**config.mk**
```make
export PLATFORM = sky130hd
export DESIGN_NAME = timer_pair
export DESIGN_NICKNAME = d
export VERILOG_FILES = /design/src/timer_pair_pkg.sv /design/src/timer_ch_if.sv /design/src/main_timer_channel.sv /design/src/timer_pair.sv
export VERILOG_INCLUDE_DIRS = /design/src
export SDC_FILE = /design/constraint.sdc
export NUM_CORES = 1
export LEC_CHECK = 0
export BUFFER_PORTS_ARGS = -buffer_cell sky130_fd_sc_hd__buf_2
export CAP_MARGIN = 20
export CELL_PAD_IN_SITES_DETAIL_PLACEMENT = 0
export CELL_PAD_IN_SITES_GLOBAL_PLACEMENT = 1
export CORE_AREA = 2 2 156 158
export DETAILED_ROUTE_END_ITERATION = 8
export DIE_AREA = 0 0 158 160
export PLACE_DENSITY = 0.78
export SLEW_MARGIN = 20
export SYNTH_ARGS = -nofsm -noshare
export SYNTH_HDL_FRONTEND = slang
export SYNTH_SLANG_ARGS = --single-unit
```
**constraint.sdc**
```tcl
create_clock -name core_clk -period 2.34 [get_ports core_clk]
set_clock_uncertainty 0.2 [all_clocks]
set_input_delay 0.468 -clock core_clk [delete_from_list [all_inputs] [get_ports core_clk]]
set_output_delay 0.468 -clock core_clk [all_outputs]
set_load 0.02 [all_outputs]
```
**src/timer_pair_defs.svh**
```systemverilog
// register map, field positions and reset values of the timer pair
// What this block does
// - each main timer: 16-bit count, two bytes
// - modes set independently: four on timer a, three on timer b
// - 13-bit, 16-bit, 8-bit reload, split
// - five clock sources via select and scale
// - timer clock: system clock or prescaled
// - counter mode counts falling event-pin edges
// - events up to quarter clock rate counted
// - 13-bit: high byte msbs, low bits 4..0
// - 13-bit wrap sets flag, irq if enabled
// - run bit enables, gate qualifies by input
// - run clear or gate inactive stops timer
// - gate active level from polarity bit
// - setting run keeps the count value
// - timer b mirrors timer a, own controls, no split
// - irq enables in global register: one per main timer, one shared by the aux timers
// - aux timers: 16-bit or split, reload
// - aux clock: system, /12, external /8
// - aux timer d runs in suspend on external /8, wakes
`ifndef TIMER_PAIR_DEFS_SVH
`define TIMER_PAIR_DEFS_SVH

`define ADDR_TIMER_CONTROL   8'h00
`define ADDR_TIMER_MODE      8'h01
`define ADDR_CLOCK_CONTROL   8'h02
`define ADDR_TIMER_A_LOW     8'h03
`define ADDR_TIMER_A_HIGH    8'h04
`define ADDR_TIMER_B_LOW     8'h05
`define ADDR_TIMER_B_HIGH    8'h06
`define ADDR_EXT_IRQ_CONFIG  8'h07
`define ADDR_GLOBAL_IRQ_EN   8'h08
// auxiliary timers occupy eight addresses each
`define ADDR_AUX_C_BASE      5'h02
`define ADDR_AUX_D_BASE      5'h03
`define AUX_OFS_CTRL         3'h0
`define AUX_OFS_RELOAD_LOW   3'h1
`define AUX_OFS_RELOAD_HIGH  3'h2
`define AUX_OFS_COUNT_LOW    3'h3
`define AUX_OFS_COUNT_HIGH   3'h4

// timer_control_reg fields
`define TCTRL_RUN_A          4
`define TCTRL_FLAG_A         5
`define TCTRL_RUN_B          6
`define TCTRL_FLAG_B         7
// timer_mode_reg fields
`define TMODE_COUNTER_A      2
`define TMODE_GATE_A         3
`define TMODE_COUNTER_B      6
`define TMODE_GATE_B         7
// clock_control_reg fields
`define CKCTRL_CLKSEL_A      2
`define CKCTRL_CLKSEL_B      3
// ext_irq_config_reg fields
`define EXTCFG_POL_A         3
`define EXTCFG_POL_B         7
// global_irq_enable_reg fields
`define IRQEN_TIMER_A        1
`define IRQEN_TIMER_B        3
`define IRQEN_AUX            5
// aux control fields
`define AUXCTRL_RUN          0
`define AUXCTRL_SPLIT        1
`define AUXCTRL_FLAG_LOW     6
`define AUXCTRL_FLAG_HIGH    7

`define RESET_BYTE           8'h00
// prescaler: one count of 48 yields /4, /12 and /48
`define PRESCALE_LAST        6'd47
`define EXT_DIV_LAST         3'h7

`endif

```
**src/timer_pair_pkg.sv**
```systemverilog
// types shared by the timer pair modules
package timer_pair_pkg;

	typedef enum logic [1:0] {
		MODE_13BIT       = 2'h0,
		MODE_16BIT       = 2'h1,
		MODE_8BIT_RELOAD = 2'h2,
		MODE_SPLIT       = 2'h3
	} timer_mode_t;

	typedef enum logic [1:0] {
		SCALE_DIV12 = 2'h0,
		SCALE_DIV4  = 2'h1,
		SCALE_DIV48 = 2'h2,
		SCALE_EXT8  = 2'h3
	} clock_scale_t;

	typedef enum logic [1:0] {
		AUX_CLK_SYS   = 2'h0,
		AUX_CLK_DIV12 = 2'h1,
		AUX_CLK_EXT8  = 2'h2
	} aux_clock_t;

endpackage : timer_pair_pkg

```
**src/timer_ch_if.sv**
```systemverilog
// signals between the top and one main timer channel
`timescale 1ns/1ps
interface timer_ch_if;
	logic                      tick_low;
	logic                      tick_high;
	logic                      wr_low;
	logic                      wr_high;
	logic [7:0]                wdata;
	timer_pair_pkg::timer_mode_t mode;
	logic [7:0]                count_low;
	logic [7:0]                count_high;
	logic                      ovf_low;
	logic                      ovf_high;

	modport ctrl (output tick_low, tick_high, wr_low, wr_high, wdata, mode,
		input count_low, count_high, ovf_low, ovf_high);
	modport chan (input tick_low, tick_high, wr_low, wr_high, wdata, mode,
		output count_low, count_high, ovf_low, ovf_high);
endinterface : timer_ch_if

```
**src/main_timer_channel.sv**
```systemverilog
// one main counter/timer: byte pair and four counting modes
`timescale 1ns/1ps
`include "timer_pair_defs.svh"
module main_timer_channel #(
	parameter bit SPLIT_OK = 1'b0
) (
	input  wire logic core_clk,
	input  wire logic rst_b,
	timer_ch_if.chan  ch
);
	logic [7:0]  count_low;
	logic [7:0]  count_high;
	logic [7:0]  next_low;
	logic [7:0]  next_high;
	logic [12:0] inc13;
	logic [15:0] inc16;
	logic        ovf_low;
	logic        ovf_high;

	assign inc13 = {count_high, count_low[4:0]} + 13'h0001;
	assign inc16 = {count_high, count_low} + 16'h0001;

	// next count per mode; a byte write beats the increment
	always_comb begin
		next_low  = count_low;
		next_high = count_high;
		ovf_low   = 1'b0;
		ovf_high  = 1'b0;
		if (ch.tick_low) begin
			unique case (ch.mode)
				timer_pair_pkg::MODE_13BIT: begin
					next_low  = {count_low[7:5], inc13[4:0]};
					next_high = inc13[12:5];
					ovf_low   = ({count_high, count_low[4:0]} == 13'h1fff);
				end
				timer_pair_pkg::MODE_16BIT: begin
					next_low  = inc16[7:0];
					next_high = inc16[15:8];
					ovf_low   = ({count_high, count_low} == 16'hffff);
				end
				timer_pair_pkg::MODE_8BIT_RELOAD: begin
					next_low = (count_low == 8'hff) ? count_high : count_low + 8'h01;
					ovf_low  = (count_low == 8'hff);
				end
				timer_pair_pkg::MODE_SPLIT: begin
					// without split support the timer simply holds
					if (SPLIT_OK) begin
						next_low = count_low + 8'h01;
						ovf_low  = (count_low == 8'hff);
					end
				end
			endcase
		end
		if (SPLIT_OK && ch.mode == timer_pair_pkg::MODE_SPLIT && ch.tick_high) begin
			next_high = count_high + 8'h01;
			ovf_high  = (count_high == 8'hff);
		end
		if (ch.wr_low) begin
			next_low = ch.wdata;
		end
		if (ch.wr_high) begin
			next_high = ch.wdata;
		end
	end

	always_ff @(posedge core_clk or negedge rst_b) begin
		if (!rst_b) begin
			count_low  <= `RESET_BYTE;
			count_high <= `RESET_BYTE;
		end else begin
			count_low  <= next_low;
			count_high <= next_high;
		end
	end

	assign ch.count_low  = count_low;
	assign ch.count_high = count_high;
	assign ch.ovf_low    = ovf_low;
	assign ch.ovf_high   = ovf_high;
endmodule : main_timer_channel

```
**src/timer_pair.sv**
```systemverilog
// top: two main counter/timers and two auto-reload auxiliary timers
`timescale 1ns/1ps
`include "timer_pair_defs.svh"
module timer_pair (
	input  wire logic       core_clk,
	input  wire logic       rst_b,
	input  wire logic [7:0] reg_addr,
	input  wire logic [7:0] reg_wdata,
	input  wire logic       reg_wr,
	input  wire logic       reg_rd,
	output logic      [7:0] reg_rdata,
	input  wire logic       event_pin_a,
	input  wire logic       event_pin_b,
	input  wire logic       gate_input_a,
	input  wire logic       gate_input_b,
	input  wire logic       ext_osc_pin,
	input  wire logic       suspend_req,
	output logic            irq_timer_a,
	output logic            irq_timer_b,
	output logic            irq_aux,
	output logic            wake_req
);
	// software-visible control state
	logic       run_a;
	logic       run_b;
	logic       flag_a;
	logic       flag_b;
	logic [7:0] timer_mode_reg;
	logic [3:0] clock_control_reg;
	logic       gate_a_polarity;
	logic       gate_b_polarity;
	logic       timer_a_irq_enable;
	logic       timer_b_irq_enable;
	logic       aux_irq_enable;

	// pin synchronisers: {osc, gate b, gate a, event b, event a}
	logic [4:0] pin_meta;
	logic [4:0] pin_sync;
	logic [4:0] pin_last;

	// prescaler state
	logic [5:0] prescale_cnt;
	logic [2:0] ext_div_cnt;

	timer_ch_if ch_a ();
	timer_ch_if ch_b ();

	// address decode
	// no wait states: each access completes at the edge that sees its strobe
	wire wr_tctrl  = reg_wr && reg_addr == `ADDR_TIMER_CONTROL;
	wire wr_tmode  = reg_wr && reg_addr == `ADDR_TIMER_MODE;
	wire wr_ckctrl = reg_wr && reg_addr == `ADDR_CLOCK_CONTROL;
	wire wr_extcfg = reg_wr && reg_addr == `ADDR_EXT_IRQ_CONFIG;
	wire wr_irqen  = reg_wr && reg_addr == `ADDR_GLOBAL_IRQ_EN;

	// field views
	wire timer_a_counter_select = timer_mode_reg[`TMODE_COUNTER_A];
	wire timer_a_gate_enable    = timer_mode_reg[`TMODE_GATE_A];
	wire timer_b_counter_select = timer_mode_reg[`TMODE_COUNTER_B];
	wire timer_b_gate_enable    = timer_mode_reg[`TMODE_GATE_B];
	wire timer_a_clock_select   = clock_control_reg[`CKCTRL_CLKSEL_A];
	wire timer_b_clock_select   = clock_control_reg[`CKCTRL_CLKSEL_B];
	wire [1:0] clock_scale_field = clock_control_reg[1:0];

	// all five pins are outside the clock domain; only pin_sync reads pin_meta
	// reset value sits below the event idle level, so release shows a rise, never a fall
	// two-flop capture
	always_ff @(posedge core_clk or negedge rst_b) begin
		if (!rst_b) begin
			pin_meta <= 5'h00;
			pin_sync <= 5'h00;
			pin_last <= 5'h00;
		end else begin
			pin_meta <= {ext_osc_pin, gate_input_b, gate_input_a, event_pin_b, event_pin_a};
			pin_sync <= pin_meta;
			pin_last <= pin_sync;
		end
	end

	// falling-edge detect on events, rising on the oscillator
	// the edge flop adds a cycle; counts land three edges after the pin
	wire fall_a   = pin_last[0] && !pin_sync[0];
	wire fall_b   = pin_last[1] && !pin_sync[1];
	wire osc_rise = pin_sync[4] && !pin_last[4];

	// one free-running count of 48 gives all three dividers in phase
	// oscillator divider phase after reset is arbitrary; only its rate matters
	always_ff @(posedge core_clk or negedge rst_b) begin
		if (!rst_b) begin
			prescale_cnt <= 6'h00;
			ext_div_cnt  <= 3'h0;
		end else begin
			prescale_cnt <= (prescale_cnt == `PRESCALE_LAST) ? 6'h00 : prescale_cnt + 6'h01;
			if (osc_rise) begin
				ext_div_cnt <= ext_div_cnt + 3'h1;
			end
		end
	end

	wire tick_div4  = prescale_cnt[1:0] == 2'h3;
	wire tick_div12 = prescale_cnt == 6'd11 || prescale_cnt == 6'd23 ||
		prescale_cnt == 6'd35 || prescale_cnt == 6'd47;
	wire tick_div48 = prescale_cnt == `PRESCALE_LAST;
	wire tick_ext8  = osc_rise && ext_div_cnt == `EXT_DIV_LAST;

	// scale code 0 (/12) is the reset choice, so a fresh timer runs slow
	// scaled clock choice
	wire tick_scaled =
		(clock_scale_field == timer_pair_pkg::SCALE_DIV12) ? tick_div12 :
		(clock_scale_field == timer_pair_pkg::SCALE_DIV4)  ? tick_div4  :
		(clock_scale_field == timer_pair_pkg::SCALE_DIV48) ? tick_div48 : tick_ext8;

	wire time_tick_a = timer_a_clock_select ? 1'b1 : tick_scaled;
	wire time_tick_b = timer_b_clock_select ? 1'b1 : tick_scaled;

	wire src_a = timer_a_counter_select ? fall_a : time_tick_a;
	wire src_b = timer_b_counter_select ? fall_b : time_tick_b;

	wire gate_a_active = pin_sync[2] == gate_a_polarity;
	wire gate_b_active = pin_sync[3] == gate_b_polarity;

	// suspend overrides run so a sleeping core sees frozen counts
	// run and gate
	wire enable_a = run_a && (!timer_a_gate_enable || gate_a_active) && !suspend_req;
	wire enable_b = run_b && (!timer_b_gate_enable || gate_b_active) && !suspend_req;

	assign ch_a.mode = timer_pair_pkg::timer_mode_t'(timer_mode_reg[1:0]);
	assign ch_b.mode = timer_pair_pkg::timer_mode_t'(timer_mode_reg[5:4]);

	// byte writes reach the channels unstaged, so a write and a tick can meet
	// twin channel hookup
	assign ch_a.tick_low  = enable_a && src_a;
	assign ch_b.tick_low  = enable_b && src_b;
	// split high half of timer a borrows run b and the timer clock of a
	assign ch_a.tick_high = run_b && time_tick_a && !suspend_req;
	assign ch_b.tick_high = 1'b0;
	assign ch_a.wr_low    = reg_wr && reg_addr == `ADDR_TIMER_A_LOW;
	assign ch_a.wr_high   = reg_wr && reg_addr == `ADDR_TIMER_A_HIGH;
	assign ch_b.wr_low    = reg_wr && reg_addr == `ADDR_TIMER_B_LOW;
	assign ch_b.wr_high   = reg_wr && reg_addr == `ADDR_TIMER_B_HIGH;
	assign ch_a.wdata     = reg_wdata;
	assign ch_b.wdata     = reg_wdata;

	main_timer_channel #(.SPLIT_OK(1'b1)) timer_a_chan (
		.core_clk (core_clk),
		.rst_b    (rst_b),
		.ch       (ch_a)
	);

	main_timer_channel #(.SPLIT_OK(1'b0)) timer_b_chan (
		.core_clk (core_clk),
		.rst_b    (rst_b),
		.ch       (ch_b)
	);

	// a clear written in the overflow cycle is lost; software re-reads the flag
	// set beats clear
	wire next_flag_a = ch_a.ovf_low ||
		(wr_tctrl ? reg_wdata[`TCTRL_FLAG_A] : flag_a);
	wire next_flag_b = ch_b.ovf_low || ch_a.ovf_high ||
		(wr_tctrl ? reg_wdata[`TCTRL_FLAG_B] : flag_b);

	// control registers; run changes never touch the count
	// only software writes these; hardware owns just the two flags
	always_ff @(posedge core_clk or negedge rst_b) begin
		if (!rst_b) begin
			run_a              <= 1'b0;
			run_b              <= 1'b0;
			flag_a             <= 1'b0;
			flag_b             <= 1'b0;
			timer_mode_reg     <= `RESET_BYTE;
			clock_control_reg  <= 4'h0;
			gate_a_polarity    <= 1'b0;
			gate_b_polarity    <= 1'b0;
			timer_a_irq_enable <= 1'b0;
			timer_b_irq_enable <= 1'b0;
			aux_irq_enable     <= 1'b0;
		end else begin
			flag_a <= next_flag_a;
			flag_b <= next_flag_b;
			if (wr_tctrl) begin
				run_a <= reg_wdata[`TCTRL_RUN_A];
				run_b <= reg_wdata[`TCTRL_RUN_B];
			end
			if (wr_tmode) begin
				timer_mode_reg <= reg_wdata;
			end
			if (wr_ckctrl) begin
				clock_control_reg <= reg_wdata[3:0];
			end
			if (wr_extcfg) begin
				gate_a_polarity <= reg_wdata[`EXTCFG_POL_A];
				gate_b_polarity <= reg_wdata[`EXTCFG_POL_B];
			end
			if (wr_irqen) begin
				timer_a_irq_enable <= reg_wdata[`IRQEN_TIMER_A];
				timer_b_irq_enable <= reg_wdata[`IRQEN_TIMER_B];
				aux_irq_enable     <= reg_wdata[`IRQEN_AUX];
			end
		end
	end

	// auxiliary timers: c is index 0, d is index 1
	// each aux timer owns an eight-address window; offsets 5..7 read zero
	wire [7:0] aux_rd    [2];
	wire       aux_hit   [2];
	wire       aux_flags [2];
	wire       aux_wrap  [2];

	for (genvar i = 0; i < 2; i++) begin : g_aux
		logic [7:0]  ctrl;
		logic [15:0] reload;
		logic [15:0] count;
		logic [15:0] next_count;
		logic        wrap_low;
		logic        wrap_high;
		logic        tick;

		wire [4:0] base = (i == 0) ? `ADDR_AUX_C_BASE : `ADDR_AUX_D_BASE;
		wire       hit  = reg_addr[7:3] == base;
		wire [2:0] ofs  = reg_addr[2:0];
		wire       wr   = reg_wr && hit;
		wire [1:0] sel  = ctrl[3:2];
		wire       split = ctrl[`AUXCTRL_SPLIT];

		wire src_tick =
			(sel == timer_pair_pkg::AUX_CLK_SYS)   ? 1'b1 :
			(sel == timer_pair_pkg::AUX_CLK_DIV12) ? tick_div12 :
			(sel == timer_pair_pkg::AUX_CLK_EXT8)  ? tick_ext8 : 1'b0;
		// aux c has no suspend path; it always stops with the core
		// d runs in suspend on the external /8 clock
		wire may_run = !suspend_req ||
			(i == 1 && sel == timer_pair_pkg::AUX_CLK_EXT8);
		assign tick = ctrl[`AUXCTRL_RUN] && src_tick && may_run;

		always_comb begin
			next_count = count;
			wrap_low   = 1'b0;
			wrap_high  = 1'b0;
			if (tick && split) begin
				wrap_low  = count[7:0] == 8'hff;
				wrap_high = count[15:8] == 8'hff;
				next_count[7:0]  = wrap_low  ? reload[7:0]  : count[7:0] + 8'h01;
				next_count[15:8] = wrap_high ? reload[15:8] : count[15:8] + 8'h01;
			end else if (tick) begin
				wrap_high  = count == 16'hffff;
				next_count = wrap_high ? reload : count + 16'h0001;
			end
			if (wr && ofs == `AUX_OFS_COUNT_LOW) begin
				next_count[7:0] = reg_wdata;
			end
			if (wr && ofs == `AUX_OFS_COUNT_HIGH) begin
				next_count[15:8] = reg_wdata;
			end
		end

		// aux registers; a write of the flags loses to a fresh wrap
		always_ff @(posedge core_clk or negedge rst_b) begin
			if (!rst_b) begin
				ctrl   <= `RESET_BYTE;
				reload <= 16'h0000;
				count  <= 16'h0000;
			end else begin
				count <= next_count;
				if (wr && ofs == `AUX_OFS_CTRL) begin
					ctrl <= reg_wdata;
				end
				ctrl[`AUXCTRL_FLAG_LOW] <= wrap_low ||
					((wr && ofs == `AUX_OFS_CTRL) ? reg_wdata[`AUXCTRL_FLAG_LOW] : ctrl[`AUXCTRL_FLAG_LOW]);
				ctrl[`AUXCTRL_FLAG_HIGH] <= wrap_high ||
					((wr && ofs == `AUX_OFS_CTRL) ? reg_wdata[`AUXCTRL_FLAG_HIGH] : ctrl[`AUXCTRL_FLAG_HIGH]);
				if (wr && ofs == `AUX_OFS_RELOAD_LOW) begin
					reload[7:0] <= reg_wdata;
				end
				if (wr && ofs == `AUX_OFS_RELOAD_HIGH) begin
					reload[15:8] <= reg_wdata;
				end
			end
		end

		assign aux_hit[i]   = hit && ofs <= `AUX_OFS_COUNT_HIGH;
		assign aux_flags[i] = ctrl[`AUXCTRL_FLAG_LOW] || ctrl[`AUXCTRL_FLAG_HIGH];
		assign aux_wrap[i]  = wrap_low || wrap_high;
		assign aux_rd[i] =
			(ofs == `AUX_OFS_CTRL)        ? ctrl :
			(ofs == `AUX_OFS_RELOAD_LOW)  ? reload[7:0] :
			(ofs == `AUX_OFS_RELOAD_HIGH) ? reload[15:8] :
			(ofs == `AUX_OFS_COUNT_LOW)   ? count[7:0] :
			(ofs == `AUX_OFS_COUNT_HIGH)  ? count[15:8] : 8'h00;
	end

	// read view of the control register; bits 3..0 unused here
	wire [7:0] tctrl_view = {flag_b, run_b, flag_a, run_a, 4'h0};

	// read selection; unmapped addresses read zero
	// zero outside the read cycle lets several slaves share an or-ed bus
	wire [7:0] rd_mux =
		(reg_addr == `ADDR_TIMER_CONTROL)  ? tctrl_view :
		(reg_addr == `ADDR_TIMER_MODE)     ? timer_mode_reg :
		(reg_addr == `ADDR_CLOCK_CONTROL)  ? {4'h0, clock_control_reg} :
		(reg_addr == `ADDR_TIMER_A_LOW)    ? ch_a.count_low :
		(reg_addr == `ADDR_TIMER_A_HIGH)   ? ch_a.count_high :
		(reg_addr == `ADDR_TIMER_B_LOW)    ? ch_b.count_low :
		(reg_addr == `ADDR_TIMER_B_HIGH)   ? ch_b.count_high :
		(reg_addr == `ADDR_EXT_IRQ_CONFIG) ? {gate_b_polarity, 3'h0, gate_a_polarity, 3'h0} :
		(reg_addr == `ADDR_GLOBAL_IRQ_EN)  ?
			{2'h0, aux_irq_enable, 1'b0, timer_b_irq_enable, 1'b0, timer_a_irq_enable, 1'b0} :
		aux_hit[0] ? aux_rd[0] :
		aux_hit[1] ? aux_rd[1] : 8'h00;

	// outputs straight from flops; data valid only the cycle after a read
	always_ff @(posedge core_clk or negedge rst_b) begin
		if (!rst_b) begin
			reg_rdata   <= 8'h00;
			irq_timer_a <= 1'b0;
			irq_timer_b <= 1'b0;
			irq_aux     <= 1'b0;
			wake_req    <= 1'b0;
		end else begin
			reg_rdata   <= reg_rd ? rd_mux : 8'h00;
			// timer irqs use the next flag, so they rise with it, not a cycle late
			// flag raises irq
			irq_timer_a <= next_flag_a && timer_a_irq_enable;
			irq_timer_b <= next_flag_b && timer_b_irq_enable;
			irq_aux     <= (aux_flags[0] || aux_flags[1]) && aux_irq_enable;
			wake_req    <= suspend_req && (aux_wrap[1] || (wake_req && suspend_req));
		end
	end
endmodule : timer_pair

```
==> After elaboration in Yosys (flattened, before gate mapping) <==
Index checks and enable logic that the tools add are counted.
{ "classes": {"n_lt_le_gt_ge": 1, "add_sub_neg": 15, "eq_ne": 48, "muxes": 82, "reduce_logical": 96} }
{ "ops": {"columns": ["op", "n"], "rows": [
  ["2-to-1 mux 8 bit", 41],
  ["2-to-1 mux 16 bit", 6],
  ["adder 16 x 1 -> 16 bit, second input constant", 4],
  ["== test 16 bit, second input constant", 4],
  ["adder 8 x 1 -> 8 bit, second input constant", 7],
  ["== test 8 bit, second input constant", 7],
  ["logical AND 1 bit", 47],
  ["== test 8 x 3 -> 1 bit, second input constant", 4],
  ["one-hot mux 8 bit (2 select lines)", 2],
  ["one-hot mux 8 bit (4 select lines)", 1],
  ["2-to-1 mux 1 bit", 28],
  ["adder 13 x 1 -> 13 bit, second input constant", 2],
  ["== test 13 bit, second input constant", 2],
  ["one-hot mux 8 bit (3 select lines)", 1],
  ["nonzero test 3 bit", 7],
  ["logical OR 1 bit", 18],
  ["== test 8 x 2 -> 1 bit, second input constant", 2],
  ["== test 2 bit, second input constant", 7],
  ["== test 6 bit, second input constant", 2],
  ["== test 2 x 1 -> 1 bit, second input constant", 5],
  ["== test 5 x 2 -> 1 bit, second input constant", 2],
  ["zero test 2 bit", 5],
  ["== test 8 x 1 -> 1 bit, second input constant", 1],
  ["== test 8 x 4 -> 1 bit, second input constant", 1],
  ["other kinds (20)", 36]
]} }
{ "word_totals": {"out_inout_bits": 12, "inputBits": 26, "ff_bits": 169, "wordCells": 281} }

==> Depth between registers and ports, before layout <==
Gate-level depths: netlist of the first run.
{ "depth": {"depth_word": 18, "mapped_depth": 10, "ltp_nobuf": 9} }

==> Cells and area by module <==
Synthesis of the first run repeated with hierarchy kept, for this count alone.
{ "unflattened": {"cells_unflattened": 1161, "area_unflattened_um2": 10762.8} }
{ "by_module_without_submodules": {"columns": ["mod", "n_inst", "seq_area_each_um2", "area_per_inst_um2", "cells_each"], "rows": [
  ["timer_pair", 1, 3378.2, 8022.7, 837],
  ["main_timer_channel (timer_b_chan)", 1, 400.4, 1440.1, 176],
  ["main_timer_channel (timer_a_chan)", 1, 400.4, 1300.0, 148]
]} }

==> Worst setup path before layout of the first run <==
Ideal clock, no wire load.
{ "synth_path": {"path_type": "register -> register", "start": "register prescale_cnt[0]", "end": "register timer_a_chan.count_high[2], in the netlist timer_a_chan.ch.count_high[2]", "path_stages_with_launch": 11, "synth_period_minus_slack_ns": 2.578, "path_slack_ns": -0.238, "t_required_ns": 2.003, "setup_time_ns": 0.137, "t_arrival_ns": 2.241, "path_buffers": 2, "path_cell_list": "dfrtp_1 > ha_1 > buf_2 > nand3b_1 > o21ai_0 > a41o_2 > buf_4 > o311ai_0 > a21boi_0 > xnor2_1 > a21oi_1"} }
{ "synth_between": {"elab_chain_len": 11, "word_cells_on_any_way": 22, "classes_between": "eq/ne: 5; mux: 7; reduce/logical: 10"} }
{ "synth_rtl": {"columns": ["element", "line", "text"], "rows": [
  ["start, declared", "timer_pair.sv:42", "logic [5:0] prescale_cnt;"],
  ["start signal, assigned", "timer_pair.sv:93", "prescale_cnt <= (prescale_cnt == `PRESCALE_LAST) ? 6'h00 : prescale_cnt + 6'h01;"],
  ["== test 6 x 4 -> 1 bit / == test 6 x 5 -> 1 bit (equally long branches)", "timer_pair.sv:101", "wire tick_div12 = prescale_cnt == 6'd11 || prescale_cnt == 6'd23 ||"],
  ["logical OR 1 bit (2 in a row)", "timer_pair.sv:101", null],
  ["logical OR 1 bit", "timer_pair.sv:102", "prescale_cnt == 6'd35 || prescale_cnt == 6'd47;"],
  ["2-to-1 mux 1 bit *", "timer_pair.sv:109", "(clock_scale_field == timer_pair_pkg::SCALE_DIV12) ? tick_div12 :"],
  ["2-to-1 mux 1 bit *", "timer_pair.sv:113", "wire time_tick_a = timer_a_clock_select ? 1'b1 : tick_scaled;"],
  ["logical AND 1 bit (2 in a row)", "timer_pair.sv:135", "assign ch_a.tick_high = run_b && time_tick_a && !suspend_req;"],
  ["logical AND 1 bit", "main_timer_channel.sv:54", "if (SPLIT_OK && ch.mode == timer_pair_pkg::MODE_SPLIT && ch.tick_high) begin"],
  ["nonzero test 4 bit (no line), or another cell as far along", null, null],
  ["AND reduction 2 bit (no line) / 2-to-1 mux 8 bit (equally long branches)", null, null],
  ["end signal, assigned", "main_timer_channel.sv:69", "count_high <= `RESET_BYTE;"],
  ["end signal, assigned", "main_timer_channel.sv:72", "count_high <= next_high;"],
  ["end, declared", "main_timer_channel.sv:12", "logic [7:0] count_high;"]
]} }
Mark *: on every way between the ends. The rest lies on a longest branch, timed or not.
A chain may end at the register's enable or synchronous reset.

==> Final worst setup path of the first run <==
{ "layout_path": {"start": "register ext_div_cnt[0]", "end": "register timer_a_chan.count_high[4], in the netlist timer_a_chan.ch.count_high[4]"} }
{ "layout_between": {"elab_chain_len": 11, "word_cells_on_any_way": 16, "classes_between": "eq/ne: 1; mux: 7; reduce/logical: 8"} }
{ "layout_rtl": {"columns": ["element", "line", "text"], "rows": [
  ["start, declared", "timer_pair.sv:43", "logic [2:0] ext_div_cnt;"],
  ["start signal, assigned", "timer_pair.sv:95", "ext_div_cnt <= ext_div_cnt + 3'h1;"],
  ["== test 3 bit (no line) *", null, null],
  ["logical AND 1 bit (no line) *", null, null],
  ["2-to-1 mux 1 bit *", "timer_pair.sv:111", "(clock_scale_field == timer_pair_pkg::SCALE_DIV48) ? tick_div48 : tick_ext8;"],
  ["2-to-1 mux 1 bit *", "timer_pair.sv:110", "(clock_scale_field == timer_pair_pkg::SCALE_DIV4) ? tick_div4 :"],
  ["2-to-1 mux 1 bit *", "timer_pair.sv:109", null],
  ["2-to-1 mux 1 bit *", "timer_pair.sv:113", null],
  ["logical AND 1 bit (2 in a row)", "timer_pair.sv:135", null],
  ["logical AND 1 bit", "main_timer_channel.sv:54", null],
  ["nonzero test 4 bit (no line), or another cell as far along", null, null],
  ["AND reduction 2 bit (no line) / 2-to-1 mux 8 bit (equally long branches)", null, null]
]} }
Marked as above.

==> reports/results.tsv, run 1 <==
stage	metric	value	unit
status	run_status	finished, violations left	
status	violations	negative setup slack	
place	place_ws	-0.244	ns
clocking	cts-root-buf	clkbuf_16	
grt	grt_max_degree	48	
critical_path	critPathArrivalTime	2.58	ns
yosys	synth-seq-area-share	40.8	%
critical_path	cp-end-kind	flip-flop	
timing	period_share	103	%
drt	routed_wl	37.2	mm
cells_and_area	num_antenna_cells	0	
timing	setup_violations	15	
worst_hold_path	hold_class	in -> reg	
yosys	synth_most_common_cell	dfrtp_1	
yosys	syn_inst	1153	
clocking	cts_max_path_buffers	2	
place	dp_hpwl	26.2	mm
floorplanning	num_rows	57	
grt	grt_pass1_vias	9997	
yosys	synth_commonest_cells	dfrtp_1, nand2_1, o21ai_0, a21oi_1, nor2_1	
yosys	synth_cell_types	71	
power	powerDensity	605	nW/um^2
cells_and_area	area_growth_syn_to_layout	30.2	%
critical_path	r2r-end	timer_a_chan.ch.count_high[4]	
critical_path	worstPathMaxFanout	8	
worst_hold_path	hold_end	reg_rdata[4]	
drt	drt_iter0_drc	870	
drt	drtAntennaViolNets	0	
grt	grt_usage	30.2	%
critical_path	regToRegSetupSlack	-0.08	ns
floorplanning	die_h	160	um
power	total_leakage_power	0.00571	uW
timing	setup_ws	-0.0801	ns
drt	drc_errors	0	
cells_and_area	nets	1382	
yosys	synth_mux_area_share	11.3	%
floorplanning	start_util	43.0	%
grt	grt_overflow	0	
grt	antenna_found_initial	0	
clocking	clk_latency	0.44	ns
yosys	synth_compound_area_share	21.9	%
clocking	cts_buffers	17	
critical_path	worst_r2r_path_depth	11	
worst_hold_path	hold_path_startpoint	reg_rd	
drt	viasPerCell	6.06	
timing	rsz0062_at_grt	true	
timing	period_minus_slack	2.42	ns
place	io_buffers	37	
drt	num_vias	10200	
yosys	ys_ff_latch	167	
timing	worstMarginPinSlew	0.649	ns
yosys	yosys_warnings	0	
power	vdd_ir_drop_max	0.000431	V
yosys	yosys.area_share.simple	17.6	%
clocking	htree_levels	4	
yosys	synthArstFlopShare	100	%
critical_path	crit_chain	ha_2 -> ha_4 -> nand4b_1 -> a21oi_2 -> a41o_4 -> buf_4 -> o311ai_4 -> buf_6 -> a211oi_4 -> xnor2_1 -> a21oi_1	
yosys	yosysTopAreaCell	dfrtp_1	
cells_and_area	reg_top3	g_aux.count: 32 flops, g_aux.reload: 32 flops, g_aux.ctrl: 16 flops	
yosys	ys.flop_type	dfrtp_1	
grt	grt_pass1_wl	58.0	mm
yosys	synth_xor_area_share	3.08	%
floorplanning	chipWidth	158	um
yosys	synth_top_area_share	40.8	%
critical_path	regToRegStartpoint	ext_div_cnt[0]	
power	finalPower	8060	uW
critical_path	worst-endpoint-required	2.50	ns
yosys	synth_top_family_by_area	compound AO/OA/AOI/OAI gates	
clocking	cts.clk_slew.worst_paths	0.07	ns
critical_path	crit_slowest_cell	dfrtp_1	
yosys	syn-num-nets	1193	
yosys	synth_adder_area_share	1.71	%
clocking	cts.sink_count	167	
drt	wl_per_cell	22.2	um
cells_and_area	layout-drive-gt1-share	30.0	%
floorplanning	ios	38	
floorplanning	core	23800	um^2
yosys	synthTopCellsByArea	dfrtp_1, mux2_2, o21ai_0	
drt	drt-pass1-iter-count	6	
place	gp_congestion	0.999	
critical_path	critPathLaunchType	flip-flop	
yosys	synth_area	10200	um^2
floorplanning	die_area	25300	um^2
timing	fmax	0.413	GHz
worst_hold_path	holdPathStages	3	
critical_path	crit_path_max_incr_delay	0.38	ns
clocking	cts_tree	done	
timing	slew_headroom	56.7	%
critical_path	crit_type	reg -> reg	
timing	finalSetupTns	-0.578	ns
timing	maxSlewViolCount	0	
yosys	synth_area_per_cell	8.88	um^2
job	cap_violations	0	
timing	hold_viol_final	0	
yosys	synth-edff-count	0	
[cell type report]
class / count / area (um^2)
Tap cell: 324 / 405
Inverter: 22 / 82.6
Sequential cell: 167 / 4180
Timing Repair Buffer: 242 / 1890
Multi-Input combinational cell: 892 / 6080
Fill cell: 2168 / 10500
Clock inverter: 15 / 262
Clock buffer: 17 / 425
[critical path: cells and delay by family (launching register included)]
family	cells	cell delay, ns
AO/OA/AOI/OAI	5	0.83
flip-flops	1	0.38
adder cells (fa/ha/maj)	2	0.36
buffers and inverters	2	0.32
XOR/XNOR	1	0.13
AND/OR/NAND/NOR	1	0.10
[layer usage]
metal	wire, um	GRT usage, %	vias up
li1	-	-	4619
met1	16000	41.9	5023
met2	17300	46.9	446
met3	2700	6.08	86
met4	1170	10.7	0
met5	0	0	-
[report_power, final]
| part | internal [uW] | total (uW) | leakage [uW] | switching (uW) |
|---|---|---|---|---|
| sequential | 3100 | 3340 | 0.00224 | 245 |
| clock | 2030 | 3370 | 0.000329 | 1340 |
| combinational | 591 | 1340 | 0.00314 | 748 |
[cell families after synthesis]
| family | Yosys count |
|---|---|
| AND/OR/NAND/NOR | 377 |
| AO/OA/AOI/OAI | 358 |
| flip-flops | 167 |
| multiplexers | 107 |
| buffers and inverters | 94 |
| XOR/XNOR | 36 |
| adder cells (fa/ha/maj) | 14 |
[stage by stage]
| stage | std cells | instance area [um^2] | utilization, % | hold slack, ns |
|---|---|---|---|---|
| after global placement | 1631 | 12100 | 50.8 | 0.133 |
| after CTS | 1670 | 13000 | 54.4 | 0.116 |
| after floorplan | 1153 | 10300 | - | -0.0276 |
| after detailed placement | 1631 | 12100 | 50.8 | 0.135 |
| final | 1679 | 13300 | 55.9 | 0.131 |
| after global routing | 1679 | 13300 | 55.9 | 0.145 |
[worst max-delay path by stage]
stage                               start                       endpoint  cells after the start
after CTS                 prescale_cnt[5]                    irq_timer_b                      8
after global placement        reg_addr[2]                   reg_rdata[0]                     10
after global routing      prescale_cnt[5]   timer_b_chan.ch.count_low[6]                      9
after floorplan           prescale_cnt[5]             g_aux[0].count[14]                      9
after detailed placement      reg_addr[2]                   reg_rdata[0]                     10
final                      ext_div_cnt[0]  timer_a_chan.ch.count_high[4]                     11
[what timing repair did]
item | CTS | global route
cloned | 0 | 3
hold buffers | 6 | 0
gates resized for setup | 26 | 81
endpoints found under the hold margin | 46 | 0
buffers inserted | 1 | 6
endpoints found under the setup margin | 41 | 63
pin swaps | 8 | 32
[placed cells by master (no fill, tap or decap), types with 22 or more instances in the layout]
cell,instances
buf_4,183
dfrtp_1,167
nand2_1,131
o21ai_0,79
nor2_1,78
a21oi_1,78
mux2_2,64
mux2i_1,42
nand3_1,39
buf_2,37
o21ai_1,27
o22ai_1,24
xnor2_1,23
inv_1,22
nor3_1,22
Power figures use the tool's default switching activity.
==> inputs of run 2 (changes only) <==
Settings changed: CORE_AREA 2 2 156 158 to 2 2 147 149, DIE_AREA 0 0 158 160 to 0 0 149 151, PLACE_DENSITY 0.78 to 0.83.
Clock period 2.34 ns to 3.1 ns, I/O delays scaled along.
==> run 2 against run 1 <==
Compared with the run above: the run now ends clean; combinational power decreased by 47%; flip-flop and latch count unchanged; clock power decreased by 39%; critical path type unchanged; highest routed layer unchanged.
==> reports/results.tsv, run 2 (synthesis results as in run 1) <==
stage	metric	value	unit	change
critical_path	worstPathMaxFanout	10		+2
drt	drtAntennaViolNets	0		unchanged
timing	period_minus_slack	2.78	ns	+0.361 ns
clocking	clk_latency	0.44	ns	about the same
critical_path	worst-endpoint-required	3.27	ns	+0.77 ns
floorplanning	num_rows	53		-7.0%
grt	grt_overflow	0		unchanged
critical_path	regToRegSetupSlack	0.32	ns	+0.40 ns
drt	drt_iter0_drc	843		-3.1%
timing	fmax	0.360	GHz	-13%
critical_path	critPathLaunchType	flip-flop		
place	dp_cells	1443		-12%
critical_path	crit_type	reg -> reg		
drt	routed_wl	33.8	mm	-9.1%
timing	finalSetupTns	0	ns	+0.578 ns
power	vdd_ir_drop_max	0.000376	V	-13%
cells_and_area	final_common_cell	dfrtp_1		
timing	fin_hold_ws	0.0829	ns	-0.0484 ns
clocking	cts_max_path_buffers	2		unchanged
place	gp_congestion	1.01		+1.2%
clocking	cts.clk_slew.worst_paths	0.07	ns	about the same
cells_and_area	layout-drive-gt1-share	16.7	%	-13 points
floorplanning	die_area	22500	um^2	-11%
critical_path	crit_buf_inv	1		-1
grt	grt_usage	31.0	%	+0.84 points
clocking	cts_tree	done		
floorplanning	die_h	151	um	-5.6%
critical_path	crit_path_max_incr_delay	0.62	ns	+0.24 ns
grt	grt_pass1_wl	52.6	mm	-9.5%
worst_hold_path	hold_class	in -> reg		
timing	rsz0062_at_grt	false		
critical_path	crit_slowest_cell	o311ai_0		
drt	wl_per_cell	22.9	um	+3.3%
critical_path	crit_chain	xnor2_1 -> o311ai_2 -> a41o_2 -> o21ai_1 -> buf_4 -> o311ai_0 -> and2_1		
timing	hold_viol_final	0		unchanged
grt	grt_pass1_vias	8910		-11%
cells_and_area	layout_common_cells	dfrtp_1, nand2_1, o21ai_0, a21oi_1, nor2_1		
place	dp_hpwl	23.8	mm	-9.2%
timing	setup_violations	0		-15
power	total_leakage_power	0.00474	uW	-17%
cells_and_area	fillers	1946		-10%
timing	maxSlewViolCount	0		unchanged
floorplanning	ios	38		unchanged
power	powerDensity	467	nW/um^2	-23%
timing	period_share	89.7	%	-14 points
cells_and_area	reg_top3	g_aux.count: 32 flops, g_aux.reload: 32 flops, g_aux.ctrl: 16 flops		
cells_and_area	final_cells	1478		-12%
timing	worstMarginPinSlew	0.731	ns	+0.0818 ns
cells_and_area	area_growth_syn_to_layout	11.9	%	
critical_path	crit_family	compound AO/OA/AOI/OAI gates		
job	cap_violations	0		unchanged
cells_and_area	multiInputGateArea	5690	um^2	-6.4%
timing	slew_headroom	50.7	%	-6.1 points
timing	setup_ws	0.319	ns	+0.399 ns
cells_and_area	final_util	55.0	%	-0.91 points
status	run_status	completed		
critical_path	cp-end-kind	flip-flop		
clocking	cts.sink_count	167		unchanged
clocking	cts_buffers	17		unchanged
drt	drc_errors	0		unchanged
floorplanning	start_util	49.2	%	+6.2 points
place	place_ws	0.252	ns	+0.497 ns
floorplanning	core	20800	um^2	-13%
clocking	cts_resized	0		-100%
cells_and_area	layout.area.seq	4180	um^2	unchanged
critical_path	critPathArrivalTime	2.95	ns	+0.37 ns
place	io_buffers	37		unchanged
drt	num_vias	9432		-7.3%
grt	grt_max_degree	59		+23%
clocking	htree_levels	4		unchanged
cells_and_area	nets	1228		-11%
drt	viasPerCell	6.38		+5.3%
drt	drt-pass1-iter-count	5		-1
floorplanning	chipWidth	149	um	-5.7%
grt	antenna_found_initial	1		+1
clocking	cts-root-buf	clkbuf_16		
-- run 2: changes by cell type in the layout (fill, tap and decap cells not counted), moves of 6 or more --
cell,delta
a21oi_1,+11
a21oi_2,-9
buf_4,-135
buf_6,-6
bufinv_16,-6
nor2_1,+9
o21ai_0,+28
o21ai_1,-25
-- run 2: worst paths after layout --
check / startpoint / endpoint / cells after the start
worst max-delay path: prescale_cnt[5] / irq_timer_b / 7
worst min-delay path: ext_osc_pin / pin_meta[4] / 1
worst max register to register: prescale_cnt[5] / irq_timer_b / 7
worst min register to register: pin_meta[0] / pin_sync[0] / 0
max in group asynchronous: rst_b / g_aux[1].count[5] / 3
min in group asynchronous: rst_b / timer_b_chan.ch.count_low[0] / 2
-- run 2: cell type report --
class                   count  share of cell area [%]
multi-input cells         892                    49.7
flip-flops and latches    167                    36.5
repair buffers             88                    5.25
clock buffers              19                    3.87
well taps                 275                    3.00
clock inverters            13                   0.972
inverters                  22                   0.721
diodes                      2                  0.0437
-- run 2: layer usage --
layer  GRT usage (%)  vias to the layer above  share of wire [%]
met5               0                        -                  0
met4            11.8                        0                3.3
met3            7.02                       80                8.5
met2            47.9                      451                 46
met1            42.7                     4585                 42
li1                -                     4316                  -
-- run 2: repair_timing --
action,CTS,global route
hold buffers,1,0
endpoints found under the hold margin,43,0
setup buffers,0,0
-- run 2: report_power, final --
group / leakage [uW] / switching [uW] / internal (uW)
logic: 0.00223 / 414 / 295
clock network: 0.000265 / 976 / 1070
registers: 0.00224 / 253 / 2340
-- run 2: through the flow --
step                total power [uW]  instance area, um^2
global placement                3310                10900
global route                    5540                11500
CTS                             5350                11500
detailed placement              3330                10900
floorplan                       2990                10200
finish                          5350                11500
